$ cat src/rtl/rlic_pkg.sv
/*
  Package of the logical-input control block: carrier structs, the
  defaults of unmapped logical inputs, the register map and timing counts.
  Assumes a 250 MHz processing clock.
*/
package rlic_pkg;

    // Logical inputs; one bit each, the user inputs as a vector
    typedef struct packed {
        logic        phase_dir_toc_enable;
        logic        ground_dir_toc_enable;
        logic [15:0] user_logic_inputs;
        logic        counter_clear_input;
        logic        user_message_input;
        logic        external_failure_starter;
        logic        failure_trip_initiate;
        logic        trip_reclose_test;
        logic        reclose_inhibit;
        logic        breaker_aux_a;
        logic        breaker_aux_b;
        logic        recloser_enable;
        logic        sensitive_earth_enable;
    } rlic_li_t;

    // Level read by an input that is mapped to nothing
    localparam rlic_li_t LI_DEFAULT = '{
        phase_dir_toc_enable:     1'b1,
        ground_dir_toc_enable:    1'b1,
        user_logic_inputs:        16'h0000,
        counter_clear_input:      1'b0,
        user_message_input:       1'b0,
        external_failure_starter: 1'b0,
        failure_trip_initiate:    1'b0,
        trip_reclose_test:        1'b0,
        reclose_inhibit:          1'b0,
        breaker_aux_a:            1'b0,
        breaker_aux_b:            1'b0,
        recloser_enable:          1'b1,
        sensitive_earth_enable:   1'b1
    };

    // Element supervision enables
    typedef struct packed {
        logic phase_dir_toc;
        logic ground_dir_toc;
        logic sensitive_earth;
        logic recloser;
    } rlic_en_t;

    // Breaker position as decoded
    typedef struct packed {
        logic closed;
        logic open;
        logic unknown;
    } rlic_pos_t;

    // Register map, byte addresses
    localparam logic [7:0] ADDR_CTRL    = 8'h00;
    localparam logic [7:0] ADDR_STATUS  = 8'h04;
    localparam logic [7:0] ADDR_RC_CNT  = 8'h08;
    localparam logic [7:0] ADDR_OC_CNT  = 8'h0c;

    // Control register fields
    localparam int CTRL_SINGLE_BIT = 0;
    localparam int CTRL_SEF_BIT    = 1;
    localparam logic [1:0] CTRL_RESET = 2'h2;

    // Status register fields
    localparam int ST_CLOSED_BIT    = 0;
    localparam int ST_OPEN_BIT      = 1;
    localparam int ST_UNKNOWN_BIT   = 2;
    localparam int ST_PEND_BIT      = 3;
    localparam int ST_TRIPFAIL_BIT  = 4;
    localparam int ST_CLOSEFAIL_BIT = 5;
    localparam int ST_USERMSG_BIT   = 6;
    localparam int ST_RECOUT_BIT    = 7;
    localparam int ST_STEP_LSB      = 8;

    // Recloser steps before lockout
    localparam logic [2:0] MAX_STEPS = 3'h4;

    // Timing
    localparam longint CLK_HZ        = 250_000_000;
    localparam int     ALT_TIME_S    = 1;
    localparam int     OPEN_TIME_MS  = 500;
    localparam int     RESET_TIME_MS = 1000;
    localparam int     FAIL_TIME_MS  = 200;
    localparam int ALT_CYC   = int'(CLK_HZ * ALT_TIME_S);
    localparam int OPEN_CYC  = int'(CLK_HZ / 1000 * OPEN_TIME_MS);
    localparam int RESET_CYC = int'(CLK_HZ / 1000 * RESET_TIME_MS);
    localparam int FAIL_CYC  = int'(CLK_HZ / 1000 * FAIL_TIME_MS);
    localparam int TMR_W     = 28;

endpackage

$ cat src/rtl/rlic_top.sv
/*
  Logical-input control of a distribution protection relay: resolves mapped
  logical inputs against their defaults, gives element enables, decodes
  breaker position, runs counters, display alternation, breaker-failure
  starts, the trip/reclose test sequence and close supervision.
  Assumes inputs synchronous to i_clk and one-cycle pulse command inputs.
*/
// Function
// - Phase directional element enabled; unmapped high
// - Ground directional element enabled; unmapped high
// - Sixteen user logic inputs, unmapped low
// - Counter clear zeroes both counters
// - User message alternates display each second
// - External starter begins breaker-failure sequence
// - Initiate input starts breaker-failure trip logic
// - Held test input keeps tripping through steps
// - Pulsed test input gives one trip/reclose
// - Reclose inhibit freezes open timer, resumes
// - Reclose inhibit leaves reset timer alone
// - Aux a high, b low: closed
// - Aux a low, b high: open
// - Equal aux levels, two-contact mode: status unknown, displayed
// - Unassigned aux inputs read low
// - Both contacts drive close/failure outputs, except single-contact
// - Recloser runs only when enabled; else target
// - Sensitive earth enabled by input; unmapped high
// - Close held while unknown; run if open
`timescale 1ns/1ns
module rlic_top
    import rlic_pkg::*;
#(
    parameter int P_ALT_CYC   = ALT_CYC,
    parameter int P_OPEN_CYC  = OPEN_CYC,
    parameter int P_RESET_CYC = RESET_CYC,
    parameter int P_FAIL_CYC  = FAIL_CYC
)
(
    input  wire logic        i_clk,
    input  wire logic        i_rst_b,
    input  wire rlic_li_t    i_li_value,
    input  wire rlic_li_t    i_li_mapped,
    input  wire logic        i_close_cmd,
    input  wire logic        i_overcurrent_trip,
    input  wire logic [7:0]  i_addr,
    input  wire logic [31:0] i_wr_data,
    input  wire logic        i_wr,
    input  wire logic        i_rd,
    output logic [31:0]      o_rd_data,
    output rlic_en_t         o_enable,
    output logic [15:0]      o_user_logic_inputs,
    output rlic_pos_t        o_breaker,
    output logic             o_display_user_msg,
    output logic             o_display_cb_unknown,
    output logic             o_recloser_out_target,
    output logic             o_bf_external_start,
    output logic             o_bf_initiate,
    output logic             o_trip,
    output logic             o_close,
    output logic             o_trip_fail,
    output logic             o_close_fail,
    output logic [2:0]       o_recloser_step
);

    typedef enum logic [1:0] {
        SEQ_IDLE,
        SEQ_OPEN,
        SEQ_RESET,
        SEQ_LOCK
    } rlic_seq_t;

    typedef enum logic [1:0] {
        SUP_NONE,
        SUP_TRIP,
        SUP_CLOSE
    } rlic_sup_t;

    typedef struct packed {
        rlic_li_t             li;
        logic                 trip_reclose_test_prev;
        rlic_seq_t            seq;
        logic [2:0]           step;
        logic [TMR_W-1:0]     open_tmr;
        logic [TMR_W-1:0]     reset_tmr;
        logic [TMR_W-1:0]     alt_tmr;
        logic                 show_user;
        logic [15:0]          rc_cnt;
        logic [15:0]          oc_cnt;
        logic                 close_pend;
        rlic_sup_t            sup;
        logic [TMR_W-1:0]     sup_tmr;
        logic                 trip_fail;
        logic                 close_fail;
        logic                 trip;
        logic                 close;
        logic [1:0]           ctrl;
        logic [31:0]          rd_data;
    } rlic_state_t;

    rlic_state_t r;
    rlic_state_t next_r;

    rlic_li_t  li_res;
    rlic_pos_t pos;
    logic      single;
    logic      rec_en;
    logic      trip_req;
    logic      close_req;

    // Unmapped inputs take their defaults
    // per-bit default select
    assign li_res = rlic_li_t'((i_li_value & i_li_mapped) | (LI_DEFAULT & ~i_li_mapped));

    assign single = r.ctrl[CTRL_SINGLE_BIT];
    assign rec_en = r.li.recloser_enable;

    // Position decode from the sampled contacts
    always_comb
    begin
        // single-contact mode uses aux a only
        if (single)
        begin
            pos.closed  = r.li.breaker_aux_a;
            pos.open    = ~r.li.breaker_aux_a;
            pos.unknown = 1'b0;
        end
        else
        begin
            pos.closed  = r.li.breaker_aux_a & ~r.li.breaker_aux_b;
            pos.open    = ~r.li.breaker_aux_a & r.li.breaker_aux_b;
            pos.unknown = ~(r.li.breaker_aux_a ^ r.li.breaker_aux_b);
        end
    end

    always_comb
    begin
        next_r       = r;
        next_r.trip  = 1'b0;
        next_r.close = 1'b0;
        trip_req     = 1'b0;
        close_req    = 1'b0;

        next_r.li        = li_res;
        next_r.trip_reclose_test_prev = r.li.trip_reclose_test;

        if (!r.li.user_message_input)
        begin
            next_r.alt_tmr   = '0;
            next_r.show_user = 1'b0;
        end
        else if (r.alt_tmr >= TMR_W'(P_ALT_CYC - 1))
        begin
            next_r.alt_tmr   = '0;
            next_r.show_user = ~r.show_user;
        end
        else
        begin
            next_r.alt_tmr = r.alt_tmr + 1'b1;
        end

        // Trip/reclose test sequence
        case (r.seq)
            SEQ_IDLE:
            begin
                if (r.li.trip_reclose_test && !r.trip_reclose_test_prev)
                begin
                    trip_req        = 1'b1;
                    next_r.open_tmr = '0;
                    next_r.seq      = SEQ_OPEN;
                end
            end
            SEQ_OPEN:
            begin
                if (!r.li.reclose_inhibit)
                begin
                    next_r.open_tmr = r.open_tmr + 1'b1;
                end
                if (!rec_en)
                begin
                    next_r.seq = SEQ_LOCK;
                end
                else if (r.open_tmr >= TMR_W'(P_OPEN_CYC - 1) && !r.li.reclose_inhibit)
                begin
                    close_req        = 1'b1;
                    next_r.step      = r.step + 1'b1;
                    next_r.rc_cnt    = r.rc_cnt + 1'b1;
                    next_r.reset_tmr = '0;
                    next_r.seq       = SEQ_RESET;
                end
            end
            SEQ_RESET:
            begin
                next_r.reset_tmr = r.reset_tmr + 1'b1;
                // held input trips the next step
                if (r.li.trip_reclose_test)
                begin
                    if (r.step >= MAX_STEPS)
                    begin
                        next_r.seq = SEQ_LOCK;
                    end
                    else
                    begin
                        trip_req        = 1'b1;
                        next_r.open_tmr = '0;
                        next_r.seq      = SEQ_OPEN;
                    end
                end
                else if (r.reset_tmr >= TMR_W'(P_RESET_CYC - 1))
                begin
                    next_r.step = '0;
                    next_r.seq  = SEQ_IDLE;
                end
            end
            SEQ_LOCK:
            begin
                // Lockout until the test input drops
                if (!r.li.trip_reclose_test)
                begin
                    next_r.step = '0;
                    next_r.seq  = SEQ_IDLE;
                end
            end
            default:
            begin
                next_r.seq = SEQ_IDLE;
            end
        endcase

        // held close resolves with the status
        if (r.close_pend && !pos.unknown)
        begin
            next_r.close_pend = 1'b0;
            if (pos.open)
            begin
                close_req = 1'b1;
            end
        end
        if (i_close_cmd)
        begin
            if (pos.unknown)
            begin
                next_r.close_pend = 1'b1;
            end
            else if (pos.open)
            begin
                close_req = 1'b1;
            end
        end

        next_r.trip  = trip_req;
        next_r.close = close_req;

        if (trip_req)
        begin
            next_r.sup       = SUP_TRIP;
            next_r.sup_tmr   = '0;
            next_r.trip_fail = 1'b0;
        end
        else if (close_req)
        begin
            next_r.sup        = SUP_CLOSE;
            next_r.sup_tmr    = '0;
            next_r.close_fail = 1'b0;
        end
        else if (r.sup == SUP_TRIP && pos.open)
        begin
            next_r.sup = SUP_NONE;
        end
        else if (r.sup == SUP_CLOSE && pos.closed)
        begin
            next_r.sup = SUP_NONE;
        end
        else if (r.sup != SUP_NONE)
        begin
            if (r.sup_tmr >= TMR_W'(P_FAIL_CYC - 1))
            begin
                next_r.trip_fail  = r.trip_fail | (r.sup == SUP_TRIP);
                next_r.close_fail = r.close_fail | (r.sup == SUP_CLOSE);
                next_r.sup        = SUP_NONE;
            end
            else
            begin
                next_r.sup_tmr = r.sup_tmr + 1'b1;
            end
        end
        if ((trip_req || close_req) && r.sup_tmr >= TMR_W'(P_FAIL_CYC - 1))
        begin
            next_r.trip_fail  |= r.sup == SUP_TRIP && !pos.open;
            next_r.close_fail |= r.sup == SUP_CLOSE && !pos.closed;
        end

        if (i_overcurrent_trip && r.oc_cnt != 16'hffff)
        begin
            next_r.oc_cnt = r.oc_cnt + 1'b1;
        end
        if (r.li.counter_clear_input)
        begin
            next_r.rc_cnt = '0;
            next_r.oc_cnt = '0;
        end

        // Register port
        if (i_wr && i_addr == ADDR_CTRL)
        begin
            next_r.ctrl = i_wr_data[1:0];
        end
        next_r.rd_data = '0;
        if (i_rd)
        begin
            case (i_addr)
                ADDR_CTRL:
                begin
                    next_r.rd_data[1:0] = r.ctrl;
                end
                ADDR_STATUS:
                begin
                    next_r.rd_data[ST_CLOSED_BIT]    = pos.closed;
                    next_r.rd_data[ST_OPEN_BIT]      = pos.open;
                    next_r.rd_data[ST_UNKNOWN_BIT]   = pos.unknown;
                    next_r.rd_data[ST_PEND_BIT]      = r.close_pend;
                    next_r.rd_data[ST_TRIPFAIL_BIT]  = r.trip_fail;
                    next_r.rd_data[ST_CLOSEFAIL_BIT] = r.close_fail;
                    next_r.rd_data[ST_USERMSG_BIT]   = r.show_user;
                    next_r.rd_data[ST_RECOUT_BIT]    = ~rec_en;
                    next_r.rd_data[ST_STEP_LSB +: 3] = r.step;
                end
                ADDR_RC_CNT:
                begin
                    next_r.rd_data[15:0] = r.rc_cnt;
                end
                ADDR_OC_CNT:
                begin
                    next_r.rd_data[15:0] = r.oc_cnt;
                end
                default:
                begin
                    next_r.rd_data = '0;
                end
            endcase
        end
    end

    always_ff @(posedge i_clk)
    begin
        if (!i_rst_b)
        begin
            r      <= '0;
            r.li   <= LI_DEFAULT;
            r.seq  <= SEQ_IDLE;
            r.sup  <= SUP_NONE;
            r.ctrl <= CTRL_RESET;
        end
        else
        begin
            r <= next_r;
        end
    end

    assign o_enable.phase_dir_toc   = r.li.phase_dir_toc_enable;
    assign o_enable.ground_dir_toc  = r.li.ground_dir_toc_enable;
    assign o_enable.sensitive_earth = r.li.sensitive_earth_enable & r.ctrl[CTRL_SEF_BIT];
    assign o_enable.recloser        = rec_en;
    assign o_user_logic_inputs      = r.li.user_logic_inputs;
    assign o_breaker                = pos;
    assign o_display_user_msg       = r.show_user;
    assign o_display_cb_unknown     = pos.unknown;
    assign o_recloser_out_target    = ~rec_en;
    assign o_bf_external_start      = r.li.external_failure_starter;
    assign o_bf_initiate            = r.li.failure_trip_initiate;
    assign o_trip                   = r.trip;
    assign o_close                  = r.close;
    assign o_trip_fail              = r.trip_fail;
    assign o_close_fail             = r.close_fail;
    assign o_recloser_step          = r.step;
    assign o_rd_data                = r.rd_data;

endmodule

$ cat config.mk
export PLATFORM = sky130hd
export DESIGN_NAME = rlic_top
export DESIGN_NICKNAME = d
export VERILOG_FILES = /design/src/rtl/rlic_pkg.sv /design/src/rtl/rlic_top.sv
export SDC_FILE = /design/constraint.sdc
export NUM_CORES = 1
export LEC_CHECK = 0
export ABC_AREA = 1
export BUFFER_PORTS_ARGS = -buffer_cell sky130_fd_sc_hd__buf_2
export CAP_MARGIN = 20
export CORE_MARGIN = 1
export CORE_UTILIZATION = 40
export DETAILED_ROUTE_END_ITERATION = 10
export PLACE_DENSITY = 0.6
export SLEW_MARGIN = 10
export SYNTH_ARGS = -nofsm -noshare
export SYNTH_HDL_FRONTEND = slang
export SYNTH_SLANG_ARGS = --single-unit
$ cat constraint.sdc
create_clock -name i_clk -period 1.7 [get_ports i_clk]
set_clock_uncertainty 0.1 [all_clocks]
set_input_delay 0.34 -clock i_clk [delete_from_list [all_inputs] [get_ports i_clk]]
set_output_delay 0.34 -clock i_clk [all_outputs]
set_load 0.05 [all_outputs]
==> flow_summary.yaml <==
run_status:
  violations: "negative setup slack"
  status: "finished, violations left"
pwr:
  powerDensity_nw_per_um2: 849
  p_comb_frac: 0.294
  sw_frac_of_total: 0.308
  p_sw_mw: 4.50
  seq_power_share: 0.348
  clkPwrFrac: 0.359
  ir_drop_mv: 0.819
  leakage_nw: 6.85
  internal_power_mw: 10.1
layout:
  fin_util: 0.633
  fin_nets: 2188
  area_delta_synth_final_pct: 53.8
  drive_gt1_frac: 0.376
  diodes: 0
timing:
  period_minus_slack_ps: 2110
  finalMaxSlewViolations: 0
  final_hold_viol_count: 0
  max_freq_ghz: 0.474
  fin_ws_ps: -410
  finalCritPeriodShare: 1.24
  rsz0062_at_grt: "true"
  setup_viol: 94
logic_synthesis:
  yosys.area.top_type: "dfxtp_1"
  ys_seq_area_frac: 0.365
  synth_area_um2: 11200
  async_flop_share: 0
  synth_area_leaders: "dfxtp_1 37%, nand2_1 14%, nor2_1 6.2%"
  yosys_warnings: 0
  synth_edf_count: 0
  synth_cell_type_count: 53
  yosysTopAreaCellShare: 0.365
  synthCells: 1661
  synthFlopType: "dfxtp_1"
  ys_ff_latch: 204
  syn_area_per_cell_um2: 6.73
clock_network:
  htreeDepth: 1
  path_clk_slew_ps: 60
  cts_tree: "yes"
  cts-root-buf: "clkbuf_16"
  clock_latency_ps: 530
  cts_buffers: 24
  cts.sinks: 204
  clk_path_buf_depth: 3
floorplanning:
  dieHeight_um: 169
  core_um2: 27200
  io_pins: 169
  start_util: 0.411
  rows: 60
  die_w_um: 169
  die-area_um2: 28600
critical_path:
  reg2reg_to: "r[63]$_SDFFE_PP0P_"
  crit_fanout: 3
  end_kind: "output port"
  ff2ff_setup_slack_ps: -330
  crit_type: "reg -> out"
  arrival_ps: 1670
  rr_startpoint: "r[195]$_SDFF_PN0_"
  startpoint_type: "flop"
  r2r_cells: 11
  cp.required_ps: 1260
min_path:
  hold_end: "r[33]$_SDFFE_PN1P_"
  hp-start: "i_wr"
  hold-path-cell-count: 3
  holdCritPathClass: "in -> reg"
placement:
  pre_cts_ws_ps: -194
  dp_hpwl_mm: 22.7
  gp_congestion: 0.927
  port_buffers: 122
routing:
  detail-route-antenna-nets: 0
  dr_total_vias: 12200
  viasPerCell: 4.96
  first_pass_iters: 5
  avgRoutedWirePerCell_um: 14.2
  drc: 0
  wl_mm: 34.9
  drt_iter0_markers: 789
global_route:
  grt-ovfl-total: 0
  grt_antenna_before_repair: 0
  grt_max_degree: 51
  grt_usage: 0.229
  grt_pass1_wl_mm: 53.8
  grt_pass1_vias: 11500
job:
  maxCapViolations: 0
==> synth_stat cells (9+ instances only) <==
cell type and count:
a21oi_1 135, buf_2 10, buf_4 61, clkbuf_1 12, dfxtp_1 204, ha_1 10, inv_1 182, nand2_1 420
nand3_1 107, nand3_2 9, nand4_1 51, nor2_1 186, nor2_2 11, nor3_1 62, o21ai_0 44, xnor2_1 14
xor2_1 32
==> timing repair <==
action	CTS	global route
resized for setup	161	310
setup buffers	25	27
hold buffers	57	0
gates cloned	9	5
endpoints found under the hold margin	29	0
endpoints found under the setup margin	113	160
pin swaps	30	87
==> worst max-delay path, cell delays in order (launching register included) <==
cell        delay, ps
dfxtp_4           370
inv_2              40
ha_4              150
o21ai_4           150
clkinvlp_4        150
buf_6             140
buf_8             140
==> layer usage <==
layer  share of wire  vias up  GRT usage
met5               0        -          0
met2            0.48      269      0.395
met4           0.023        0     0.0682
met1            0.44     5712      0.294
met3           0.048       72     0.0333
li1                -     6168          -
==> state kept, by name (all words and copies together), names as in the netlist <==
| name | flops |
|---|---|
| next_r | 1 |
| o_bf_external_start | 1 |
| o_bf_initiate | 1 |
| o_close | 1 |
| o_close_fail | 1 |
| o_display_user_msg | 1 |
| o_enable | 2 |
| o_rd_data | 16 |
| o_recloser_step | 3 |
| o_trip | 1 |
| o_trip_fail | 1 |
| o_user_logic_inputs | 16 |
| r | 158 |
| rec_en | 1 |
==> area by class of cell <==
class                      instances  area [um^2]
tap                              372          465
clock inverter                     7         85.1
timing repair buffer             463         3850
timing repair inverter             2         27.5
sequential                       204         4150
multi-input combinational       1187         7110
clock buffer                      35          713
inverter                         194          791
fill                            2334         9980
==> through the flow <==
stage               TNS [ps]  instances  cell area [um^2]  power (mW)  hold slack, ps
finish                -17680       2464             17200        14.6            20.3
global route          -27300       2464             17200        15.2            26.1
CTS                   -14820       2441             15900        13.9            4.21
detailed placement    -13420       2309             13600        7.87             318
global placement      -11690       2309             13600        7.84             315
floorplan              -7580       1676             11400        6.86             308
==> cell usage in the layout, fill, tap and decap left out, drive strengths merged, types with 2 or more instances in the layout <==
cell,n
a211oi,2
a21o,2
a21oi,136
a22oi,4
a31oi,4
and3,3
buf,403
bufinv,2
clkbuf,38
clkinv,9
clkinvlp,2
conb,16
dfxtp,204
dlygate4sd3,57
ha,10
inv,190
nand2,428
nand3,116
nand3b,8
nand4,54
nor2,202
nor3,66
nor3b,3
nor4,8
o211ai,3
o21a,3
o21ai,50
o221ai,4
o22ai,4
o31ai,4
or2,10
xnor2,14
xor2,32
==> power by group through the flow <==
stage	Combinational, mW	Sequential, mW	Clock, mW
2_1_floorplan	1.68	5.18	0
4_1_cts	3.56	5.05	5.34
3_5_place_dp	2.72	5.15	0
6_report	4.29	5.07	5.24
3_3_place_gp	2.70	5.14	0
5_1_grt	4.56	5.09	5.57
==> how the worst max path moves through the flow <==
stage	start	end	slack, ps	cells past startpoint
after floorplan	r[195]$_SDFF_PN0_	r[43]$_SDFFE_PP0P_	-280	9
after global placement	r[159]$_SDFFE_PN0P_	r[94]$_SDFFE_PP0P_	-190	14
after detailed placement	r[159]$_SDFFE_PN0P_	r[94]$_SDFFE_PP0P_	-190	14
after CTS	r[195]$_SDFF_PN0_	o_breaker[1]	-410	6
after global routing	r[195]$_SDFF_PN0_	o_breaker[1]	-450	6
final	r[195]$_SDFF_PN0_	o_breaker[1]	-410	6
==> cell families after synthesis <==
family / Yosys count / share of synthesized area
compound gates: 217 / 0.106
xor+xnor: 46 / 0.0360
fa+ha+maj: 10 / 0.0112
buf+inv: 285 / 0.122
flops: 204 / 0.365
other cells: 1 / 0.000335
simple gates: 898 / 0.359
Power figures use the tool's default switching activity.
